==> src/logic/gpdr_pkg.sv <==
// Constants and types shared by the GPIO port data register block.
// Assumes a 32-bit AXI4-Lite register bus with byte addressing.
package gpdr_pkg;

  // ****************************************
  // Bus and address map
  // ****************************************
  localparam int ADDR_W = 32;
  localparam int DATA_W = 32;
  localparam int STRB_W = DATA_W / 8;
  localparam logic [ADDR_W-1:0] PORT0_ADDR = 32'hFFFF0D20;
  localparam logic [ADDR_W-1:0] PORT1_ADDR = 32'hFFFF0D30;
  localparam logic [1:0] RESP_OKAY = 2'h0;
  localparam logic [1:0] RESP_SLVERR = 2'h2;
  localparam logic [DATA_W-1:0] WORD_ZERO = 32'h00000000;

  // ****************************************
  // Port layout
  // ****************************************
  localparam int PORTS = 2;
  localparam int PIN_MAX = 5;
  localparam int P0_PINS = 5;
  localparam int P1_PINS = 2;
  localparam int SYNC_W = P0_PINS + P1_PINS;
  localparam int DIR_LSB = 24;
  localparam int OUT_LSB = 16;
  localparam int IN_LSB = 0;
  localparam int DIR_BYTE = 3;
  localparam int OUT_BYTE = 2;
  localparam logic [PIN_MAX-1:0] P0_MASK = 5'h1F;
  localparam logic [PIN_MAX-1:0] P1_MASK = 5'h03;
  localparam logic [PIN_MAX-1:0] PIN_RST = 5'h00;

  // ****************************************
  // Carriers
  // ****************************************
  typedef struct packed {
    logic [PIN_MAX-1:0] dir;
    logic [PIN_MAX-1:0] dout;
  } gpdr_port_t;

  typedef struct packed {
    logic [ADDR_W-1:0] addr;
    logic [DATA_W-1:0] data;
    logic [STRB_W-1:0] strb;
  } gpdr_wreq_t;

  typedef struct packed {
    logic [DATA_W-1:0] data;
    logic [1:0] resp;
  } gpdr_rresp_t;

  localparam gpdr_port_t PORT_RST = '{dir: PIN_RST, dout: PIN_RST};

endpackage

==> src/logic/gpdr_pin_sync.sv <==
// Three-stage synchroniser with agreement filter for the port pin inputs.
// Assumes raw pins are asynchronous to aclk.
`timescale 1ns/10ps
module gpdr_pin_sync #(
  parameter int WIDTH = 7
) (
  // Clock and reset
  input wire logic aclk,
  input wire logic aresetn,
  // Raw pin levels
  input wire logic [WIDTH-1:0] raw_in,
  // Filtered levels
  output logic [WIDTH-1:0] level
);

  logic [WIDTH-1:0] stage1_ff;
  logic [WIDTH-1:0] stage2_ff;
  logic [WIDTH-1:0] stage3_ff;
  logic [WIDTH-1:0] level_ff;
  logic [WIDTH-1:0] nxt_level;

  // ****************************************
  // Sync chain
  // ****************************************
  always_ff @(posedge aclk) begin
    if (!aresetn) begin
      stage1_ff <= '0;
      stage2_ff <= '0;
      stage3_ff <= '0;
    end else begin
      stage1_ff <= raw_in;
      stage2_ff <= stage1_ff;
      stage3_ff <= stage2_ff;
    end
  end

  // ****************************************
  // Agreement filter
  // ****************************************
  always_comb begin
    nxt_level = (~(stage2_ff ^ stage3_ff) & stage3_ff) | ((stage2_ff ^ stage3_ff) & level_ff);
  end

  always_ff @(posedge aclk) begin
    if (!aresetn) begin
      level_ff <= '0;
    end else begin
      level_ff <= nxt_level;
    end
  end

  assign level = level_ff;

endmodule

==> src/logic/gpdr_top.sv <==
// GPIO port data registers for two ports behind an AXI4-Lite slave.
// Assumes pins are resolved outside from pin_out and pin_oe.
`timescale 1ns/10ps
module gpdr_top
  import gpdr_pkg::*;
(
  // Clock and reset
  input wire logic aclk,
  input wire logic aresetn,
  // AXI4-Lite write address
  input wire logic [ADDR_W-1:0] s_axi_awaddr,
  input wire logic s_axi_awvalid,
  output logic s_axi_awready,
  // AXI4-Lite write data
  input wire logic [DATA_W-1:0] s_axi_wdata,
  input wire logic [STRB_W-1:0] s_axi_wstrb,
  input wire logic s_axi_wvalid,
  output logic s_axi_wready,
  // AXI4-Lite write response
  output logic [1:0] s_axi_bresp,
  output logic s_axi_bvalid,
  input wire logic s_axi_bready,
  // AXI4-Lite read address
  input wire logic [ADDR_W-1:0] s_axi_araddr,
  input wire logic s_axi_arvalid,
  output logic s_axi_arready,
  // AXI4-Lite read data
  output logic [DATA_W-1:0] s_axi_rdata,
  output logic [1:0] s_axi_rresp,
  output logic s_axi_rvalid,
  input wire logic s_axi_rready,
  // Port 0 pins
  input wire logic [P0_PINS-1:0] p0_pin_in,
  output logic [P0_PINS-1:0] p0_pin_out,
  output logic [P0_PINS-1:0] p0_pin_oe,
  // Port 1 pins
  input wire logic [P1_PINS-1:0] p1_pin_in,
  output logic [P1_PINS-1:0] p1_pin_out,
  output logic [P1_PINS-1:0] p1_pin_oe
);

  // ****************************************
  // Declarations
  // ****************************************
  localparam logic [PIN_MAX-1:0] PORT_MASK [PORTS] = '{P0_MASK, P1_MASK};
  localparam logic [ADDR_W-1:0] PORT_ADDR [PORTS] = '{PORT0_ADDR, PORT1_ADDR};

  gpdr_port_t port_ff [PORTS];
  gpdr_wreq_t wreq_ff;
  gpdr_rresp_t rd_ff;
  gpdr_rresp_t nxt_rd;
  logic aw_got_ff;
  logic w_got_ff;
  logic bvalid_ff;
  logic [1:0] bresp_ff;
  logic rvalid_ff;
  logic aw_hs;
  logic w_hs;
  logic ar_hs;
  logic do_wr;
  logic [PORTS-1:0] wr_hit;
  logic [PORTS-1:0] rd_hit;
  logic [SYNC_W-1:0] sync_raw;
  logic [SYNC_W-1:0] sync_lvl;
  logic [PIN_MAX-1:0] lvl [PORTS];

  // ****************************************
  // Pin input synchroniser
  // ****************************************
  assign sync_raw = {p1_pin_in, p0_pin_in};

  gpdr_pin_sync #(
    .WIDTH(SYNC_W)
  ) u_sync (
    .aclk(aclk),
    .aresetn(aresetn),
    .raw_in(sync_raw),
    .level(sync_lvl)
  );

  assign lvl[0] = sync_lvl[P0_PINS-1:0];
  assign lvl[1] = {{(PIN_MAX-P1_PINS){1'b0}}, sync_lvl[SYNC_W-1:P0_PINS]};

  // ****************************************
  // Handshakes and decode
  // ****************************************
  assign s_axi_awready = !aw_got_ff;
  assign s_axi_wready = !w_got_ff;
  assign s_axi_arready = !rvalid_ff;
  assign aw_hs = s_axi_awvalid && s_axi_awready;
  assign w_hs = s_axi_wvalid && s_axi_wready;
  assign ar_hs = s_axi_arvalid && s_axi_arready;
  assign do_wr = aw_got_ff && w_got_ff && !bvalid_ff;

  for (genvar g = 0; g < PORTS; g++) begin : g_hit
    assign wr_hit[g] = (wreq_ff.addr == PORT_ADDR[g]);
    assign rd_hit[g] = (s_axi_araddr == PORT_ADDR[g]);
  end

  // ****************************************
  // Write address and data capture
  // ****************************************
  always_ff @(posedge aclk) begin
    if (!aresetn) begin
      aw_got_ff <= 1'b0;
      wreq_ff.addr <= WORD_ZERO;
    end else if (aw_hs) begin
      aw_got_ff <= 1'b1;
      wreq_ff.addr <= s_axi_awaddr;
    end else if (do_wr) begin
      aw_got_ff <= 1'b0;
    end
  end

  always_ff @(posedge aclk) begin
    if (!aresetn) begin
      w_got_ff <= 1'b0;
      wreq_ff.data <= WORD_ZERO;
      wreq_ff.strb <= '0;
    end else if (w_hs) begin
      w_got_ff <= 1'b1;
      wreq_ff.data <= s_axi_wdata;
      wreq_ff.strb <= s_axi_wstrb;
    end else if (do_wr) begin
      w_got_ff <= 1'b0;
    end
  end

  // ****************************************
  // Write response
  // ****************************************
  always_ff @(posedge aclk) begin
    if (!aresetn) begin
      bvalid_ff <= 1'b0;
      bresp_ff <= RESP_OKAY;
    end else if (do_wr) begin
      bvalid_ff <= 1'b1;
      bresp_ff <= (|wr_hit) ? RESP_OKAY : RESP_SLVERR;
    end else if (s_axi_bready) begin
      bvalid_ff <= 1'b0;
    end
  end

  assign s_axi_bvalid = bvalid_ff;
  assign s_axi_bresp = bresp_ff;

  // ****************************************
  // Port registers
  // ****************************************
  for (genvar g = 0; g < PORTS; g++) begin : g_port
    always_ff @(posedge aclk) begin
      if (!aresetn) begin
        port_ff[g] <= PORT_RST;
      end else if (do_wr && wr_hit[g]) begin
        // Only implemented pins keep state; reserved and level bits drop
        if (wreq_ff.strb[DIR_BYTE]) begin
          port_ff[g].dir <= wreq_ff.data[DIR_LSB +: PIN_MAX] & PORT_MASK[g];
        end
        if (wreq_ff.strb[OUT_BYTE]) begin
          port_ff[g].dout <= wreq_ff.data[OUT_LSB +: PIN_MAX] & PORT_MASK[g];
        end
      end
    end
  end

  // ****************************************
  // Pin drivers
  // ****************************************
  assign p0_pin_out = port_ff[0].dout[P0_PINS-1:0];
  assign p0_pin_oe = port_ff[0].dir[P0_PINS-1:0];
  assign p1_pin_out = port_ff[1].dout[P1_PINS-1:0];
  assign p1_pin_oe = port_ff[1].dir[P1_PINS-1:0];

  // ****************************************
  // Read path
  // ****************************************
  always_comb begin
    nxt_rd.data = WORD_ZERO;
    nxt_rd.resp = RESP_SLVERR;
    for (int p = 0; p < PORTS; p++) begin
      if (rd_hit[p]) begin
        nxt_rd.data[DIR_LSB +: PIN_MAX] = port_ff[p].dir;
        nxt_rd.data[OUT_LSB +: PIN_MAX] = port_ff[p].dout;
        nxt_rd.data[IN_LSB +: PIN_MAX] = lvl[p] & PORT_MASK[p];
        nxt_rd.resp = RESP_OKAY;
      end
    end
  end

  always_ff @(posedge aclk) begin
    if (!aresetn) begin
      rvalid_ff <= 1'b0;
    end else if (ar_hs) begin
      rvalid_ff <= 1'b1;
    end else if (s_axi_rready) begin
      rvalid_ff <= 1'b0;
    end
  end

  always_ff @(posedge aclk) begin
    if (!aresetn) begin
      rd_ff <= '{data: WORD_ZERO, resp: RESP_OKAY};
    end else if (ar_hs) begin
      rd_ff <= nxt_rd;
    end
  end

  assign s_axi_rvalid = rvalid_ff;
  assign s_axi_rdata = rd_ff.data;
  assign s_axi_rresp = rd_ff.resp;

  // ****************************************
  // Assertions
  // ****************************************
  chk_dir_write: assert property (
    @(posedge aclk) disable iff (!aresetn)
    (do_wr && wr_hit[0] && wreq_ff.strb[DIR_BYTE])
    |=> (p0_pin_oe == $past(wreq_ff.data[DIR_LSB +: P0_PINS])))
    else $error("port 0 direction did not follow write");

  chk_out_write: assert property (
    @(posedge aclk) disable iff (!aresetn)
    (do_wr && wr_hit[0] && wreq_ff.strb[OUT_BYTE])
    |=> (p0_pin_out == $past(wreq_ff.data[OUT_LSB +: P0_PINS])))
    else $error("port 0 output did not follow write");

  chk_level_read: assert property (
    @(posedge aclk) disable iff (!aresetn)
    (ar_hs && rd_hit[0])
    |=> (s_axi_rdata[IN_LSB +: P0_PINS] == $past(sync_lvl[P0_PINS-1:0])))
    else $error("port 0 level bits wrong on read");

  chk_port0_read: assert property (
    @(posedge aclk) disable iff (!aresetn)
    (ar_hs && s_axi_araddr == PORT0_ADDR)
    |=> (s_axi_rvalid && s_axi_rresp == RESP_OKAY))
    else $error("port 0 read not answered okay");

  chk_oe_hold: assert property (
    @(posedge aclk) disable iff (!aresetn)
    (!do_wr) |=> ($stable(p0_pin_oe) && $stable(p0_pin_out) && $stable(p1_pin_oe)))
    else $error("pin drive changed without a write");

  chk_port1_read: assert property (
    @(posedge aclk) disable iff (!aresetn)
    (ar_hs && rd_hit[1])
    |=> (s_axi_rresp == RESP_OKAY
         && s_axi_rdata[DIR_LSB +: P1_PINS] == $past(p1_pin_oe)
         && s_axi_rdata[DIR_LSB+P1_PINS +: PIN_MAX-P1_PINS] == '0))
    else $error("port 1 read wrong");

  chk_reset_idle: assert property (
    @(posedge aclk)
    $rose(aresetn) |-> (p0_pin_oe == '0 && p1_pin_oe == '0 && p0_pin_out == '0
                        && !s_axi_bvalid && !s_axi_rvalid))
    else $error("state not cleared by reset");

  chk_readback: assert property (
    @(posedge aclk) disable iff (!aresetn)
    (ar_hs && rd_hit[0])
    |=> (s_axi_rdata[DIR_LSB +: P0_PINS] == $past(p0_pin_oe)
         && s_axi_rdata[OUT_LSB +: P0_PINS] == $past(p0_pin_out)))
    else $error("port 0 readback mismatch");

  chk_unmapped_err: assert property (
    @(posedge aclk) disable iff (!aresetn)
    (ar_hs && !(|rd_hit)) |=> (s_axi_rresp == RESP_SLVERR && s_axi_rdata == WORD_ZERO))
    else $error("unmapped read not refused");

  chk_bresp_due: assert property (
    @(posedge aclk) disable iff (!aresetn)
    (aw_got_ff && w_got_ff && !bvalid_ff) |=> s_axi_bvalid)
    else $error("write response not raised");

  chk_bresp_port0: assert property (
    @(posedge aclk) disable iff (!aresetn)
    (do_wr && wr_hit[0]) |=> (s_axi_bvalid && s_axi_bresp == RESP_OKAY))
    else $error("port 0 write not answered okay");

  chk_bresp_port1: assert property (
    @(posedge aclk) disable iff (!aresetn)
    (do_wr && wr_hit[1]) |=> (s_axi_bvalid && s_axi_bresp == RESP_OKAY))
    else $error("port 1 write not answered okay");

  chk_bresp_unmapped: assert property (
    @(posedge aclk) disable iff (!aresetn)
    (do_wr && !(|wr_hit)) |=> (s_axi_bvalid && s_axi_bresp == RESP_SLVERR))
    else $error("unmapped write not refused");

  cov_port0_write: cover property (
    @(posedge aclk) disable iff (!aresetn) do_wr && wr_hit[0]);

  cov_port1_read: cover property (
    @(posedge aclk) disable iff (!aresetn) ar_hs && rd_hit[1]);

  cov_unmapped: cover property (
    @(posedge aclk) disable iff (!aresetn) ar_hs && !(|rd_hit));

  cov_b_stall: cover property (
    @(posedge aclk) disable iff (!aresetn) s_axi_bvalid && !s_axi_bready ##1 s_axi_bready);

endmodule
==> config.mk <==
export PLATFORM = sky130hd
export DESIGN_NAME = gpdr_top
export DESIGN_NICKNAME = d
export VERILOG_FILES = /design/src/logic/gpdr_pkg.sv /design/src/logic/gpdr_pin_sync.sv /design/src/logic/gpdr_top.sv
export SDC_FILE = /design/constraint.sdc
export NUM_CORES = 1
export LEC_CHECK = 0
export BUFFER_PORTS_ARGS = -buffer_cell sky130_fd_sc_hd__buf_2
export CAP_MARGIN = 20
export CORE_MARGIN = 1
export CORE_UTILIZATION = 40
export CTS_CLUSTER_DIAMETER = 50
export DETAILED_ROUTE_END_ITERATION = 8
export PLACE_DENSITY_LB_ADDON = 0.2
export SYNTH_ARGS = -nofsm -noshare
export SYNTH_HDL_FRONTEND = slang
export SYNTH_HIERARCHICAL = 1
export SYNTH_SLANG_ARGS = --single-unit
==> constraint.sdc <==
create_clock -name aclk -period 2.4 [get_ports aclk]
set_clock_uncertainty 0.1 [all_clocks]
set_input_delay 0.48 -clock aclk [delete_from_list [all_inputs] [get_ports aclk]]
set_output_delay 0.48 -clock aclk [all_outputs]
set_load 0.02 [all_outputs]
# After elaboration in Yosys (flattened, before gate mapping)
# Memory sizes are Yosys's and may differ from the RTL's.
# Cells that the tools add are included.
word_totals:
  regBits: 116
  mem_bits_rw: 20
  in_bits: 114
  n_memories: 1
op_classes:
  n_eq_ne: 4
  mux: 33
  bitwise_logic: 9
  reduce_logical: 16
mem_list:
  columns: ["memory", "words", "word_bits", "read_ports", "rd_clocked_by_memory_dff", "write_ports", "line", "source"]
  rows:
  - ["port_ff", 2, 10, 2, 0, 2, "gpdr_top.sv:48", "gpdr_port_t port_ff [PORTS];"]
ops:
  columns: ["op", "count"]
  rows:
  - ["equality test 32 bit, second input constant", 4]
  - ["two-way mux 5 bit", 8]
  - ["two-way mux 1 bit", 22]
  - ["bitwise AND 7 bit", 2]
  - ["two-way mux 7 bit", 2]
  - ["nonzero test 2 bit", 4]
  - ["logical AND 1 bit", 7]
  - ["NOT 7 bit", 1]
  - ["bitwise OR 7 bit", 1]
  - ["XOR 7 bit", 1]
  - ["zero test 1 bit", 4]
  - ["bitwise OR 1 bit", 4]
  - ["two-way mux 2 bit", 1]
  - ["OR reduction 2 bit", 1]

# Logic depth before layout (Yosys ltp)
logic_depth:
  word_depth: 7
  depth_mapped: 5
  mapped_depth_nobuf: 4

# Hierarchy
# Netlist, hierarchy kept.
modules_own_cells:
  columns: ["module", "instances", "cells_each", "area_per_inst_um2", "seq_area_each_um2"]
  rows:
  - ["gpdr_top", 1, 367, 3405.8, 1721.7]
  - ["gpdr_pin_sync", 1, 72, 828.3, 560.5]

# Worst setup path before layout
# OpenSTA, ideal clock, no wires.
synth_path:
  path_type: "register -> register"
  start: "register bvalid_ff (netlist: s_axi_bvalid)"
  end: "memory port_ff[0][0] (netlist bit), enable pin"
  t_arrival_ps: 1546
  required_ps: 1954
  setup_slack_ps: 408
  path_stages_with_launch: 5
  path_buffers: 0
  cell_sequence: "dfxtp_1 nand3b_1 nor4_1 nand4_4 o21ai_1"
synth_rtl:
  columns: ["item", "line", "source"]
  rows:
  - ["from (decl)", "gpdr_top.sv:54", "logic bvalid_ff;"]
  - ["from (signal assigned)", "gpdr_top.sv:134", "bvalid_ff <= 1'b0;"]
  - ["from (signal assigned)", "gpdr_top.sv:137", "bvalid_ff <= 1'b1;"]
  - ["from (signal assigned)", "gpdr_top.sv:140", "bvalid_ff <= 1'b0;"]
  - ["to (decl)", "gpdr_top.sv:48", null]

==> results.json <==
{
  "ios": 169,
  "track_usage_pct": 16.1,
  "cts-buffers-inserted": 9,
  "netlist_area_um2": 4230,
  "ys_types": 40,
  "port_buffers": 125,
  "start_util_pct": 41.2,
  "crit_arrival_ns": 2.08,
  "postCtsHoldBufs": 0,
  "hold_path.startpoint": "p0_pin_in[2]",
  "cts-root-buf": "clkbuf_8",
  "dp_slack_ns": 0.132,
  "hpwl_um": 6480,
  "fin_nets": 672,
  "antenna_cells": 0,
  "postSynthCellCount": 439,
  "mostFrequentLayoutCell": "buf_2",
  "hold_class": "primary input to register",
  "setup_viol": 0,
  "place_congestion": 0.782,
  "cts_tree": "done",
  "vias": 3278,
  "ys_seq_area_share_pct": 53.9,
  "postCtsSetupBuffers": 0,
  "rsz0062_at_grt": "false",
  "reg2reg_from": "wreq_ff[39]$_SDFFE_PN0P_",
  "wl_um": 8640,
  "cts.repair.resized": 0,
  "dieArea_um2": 11000,
  "core_um2": 10300,
  "drt_iter0_markers": 93,
  "ys_warn_count": 6,
  "critical_path_class": "register to register",
  "die_w_um": 105,
  "worst_slew_pin_slew_ns": 0.636,
  "critPathBufInv": 0,
  "drt_first_pass_iters": 4,
  "startpoint": "wreq_ff[39]$_SDFFE_PN0P_",
  "synth-edff-count": 14,
  "grt_pass1_vias": 3049,
  "async_flop_share_pct": 0,
  "max_cap_viol_count": 0,
  "final.setup.tns_ns": 0,
  "startpoint_type": "register",
  "final_cells": 699,
  "hold_violations": 0,
  "path_cells": "or4b_4 -> nor4_4 -> nand4_4 -> o21ai_1",
  "grt_start_max_net_pins": 33,
  "grt_pass1_wl_um": 14200,
  "period_share_pct": 90.5,
  "ir_worst_vdd_mv": 0.316,
  "synthFlopType": "dfxtp_1",
  "htree_levels": 3,
  "worst_path_largest_cell_delay_ns": 0.55,
  "relSlewSlack_pct": 57.5,
  "dp.cells": 683,
  "layout-drive-gt1-share_pct": 29.5,
  "period_needed_ns": 2.17,
  "drcViolationCount": 0,
  "clkSinkCount": 107,
  "routedWlPerCell_um": 12.4,
  "rows": 37,
  "antenna_found_initial": 0,
  "path_delay_family": "simple AND/OR/NAND/NOR gates",
  "power_per_cell_area_nw_per_um2": 671,
  "cp.required_ns": 2.31,
  "worst-path-max-fanout": 8,
  "overflow": 0,
  "final_max_slew_viol_count": 0,
  "slowest_stage": "or4b_4",
  "synth_seq_cells": 107,
  "fin_ws_ns": 0.229,
  "final_cell_mix": "buf_2 (125), nand2_1 (122), dfxtp_1 (93)",
  "avgSynthCellArea_um2": 9.64,
  "vias_per_cell": 4.69,
  "clockBufferDepth": 2,
  "drtAntennaViolNets": 0,
  "die_y_um": 105,
  "clk_pin_slew_ns": 0.10,
  "area_delta_synth_final_pct": 21.4,
  "clk_latency_ns": 0.36,
  "outcome": "finished, final reports clean",
  "p_leak_nw": 2.15,
  "crit_path_end_kind": "register",
  "max_freq_ghz": 0.461
}
## Yosys cell counts (2+ instances only)
cell type  count  area, µm²
a21boi_0      47        353
a21boi_1       5       37.5
a32o_1         9       90.1
and2_1        21        131
and3_1         2       12.5
buf_4         19        143
buf_6          3       33.8
clkbuf_1      22       82.6
dfxtp_1       93       1860
edfxtp_1      14        420
inv_1          3       11.3
mux2i_1        6       60.1
nand2_1      122        458
nand2b_1       5       31.3
nand4_1        4       25.0
nand4b_1       3       26.3
nand4bb_1      2       22.5
nor2_1         5       18.8
nor2b_1        4       25.0
nor3_1         6       30.0
nor3_2         9       90.1
nor4_1         2       12.5
o21ai_0        8       40.0
o21ai_1        4       20.0
o32ai_1        6       52.6
## sequential cells by signal, indices dropped and copies added (netlist names), named ones only
signal and cells:
s_axi_rvalid 1, aw_got_ff 1, port_ff 14, s_axi_rdata 15, s_axi_rresp 1, u_sync/stage1_ff 7
u_sync/stage2_ff 7, s_axi_bresp 1, w_got_ff 1, u_sync/stage3_ff 7, wreq_ff 44, s_axi_bvalid 1
## worst reg2reg max path, cell delays in order (launching register included)
cell     delay (ns)
dfxtp_1        0.32
or4b_4         0.55
nor4_4         0.21
nand4_4        0.20
o21ai_1        0.45
## area by class of cell
| class | count | area, µm² |
|---|---|---|
| multi-input combinational | 301 | 1740 |
| timing repair buffer | 136 | 708 |
| clock buffer | 9 | 124 |
| sequential | 107 | 2280 |
| fill | 1014 | 5140 |
| clock inverter | 7 | 100 |
| tap | 136 | 170 |
| inverter | 3 | 11.3 |
## kinds of logic after synthesis
logic type	count (synthesis)	synth area share (%)
AND/OR/NAND/NOR	195	23.6
other	1	0.0886
flip-flops	107	53.9
multiplexers	6	1.42
buffers and inverters	49	6.59
AO/OA/AOI/OAI	81	14.4
## path summary, 6_finish.rpt
check / to / slack (ns) / depth (start not counted)
max: port_ff[0][4]$_SDFFCE_PN0P_ / 0.23 / 4
min: u_sync/stage1_ff[2]$_SDFF_PN0_ / 0.22 / 2
max reg2reg: port_ff[0][4]$_SDFFCE_PN0P_ / 0.23 / 4
min reg2reg: u_sync/stage2_ff[0]$_SDFF_PN0_ / 0.34 / 1
## power breakdown
| part | leakage (nW) | switching, mW | total, mW | internal, mW |
|---|---|---|---|---|
| combinational | 1.13 | 0.191 | 0.327 | 0.136 |
| clock | 0.110 | 0.603 | 1.20 | 0.595 |
| sequential | 0.906 | 0.0402 | 1.92 | 1.88 |
## per-layer routing
metal | GRT usage [%] | wire length, µm | vias to the layer above
met3 | 4.99 | 574 | 9
met5 | 0 | 0 | -
met4 | 4.33 | 89 | 0
met2 | 25.5 | 3940 | 110
li1 | - | - | 1693
met1 | 21.1 | 4040 | 1466
## through the flow
step	hold WS, ns	area [µm²]	total power, mW	utilization [%]
2_1_floorplan	0.312	4300	2.18	-
3_3_place_gp	0.318	4910	2.29	47.8
3_5_place_dp	0.318	4910	2.30	47.8
4_1_cts	0.198	5140	3.49	50.0
5_1_grt	0.201	5140	3.61	50.0
6_report	0.217	5140	3.45	50.0
Note: power is estimated with default switching activity, not from simulation.
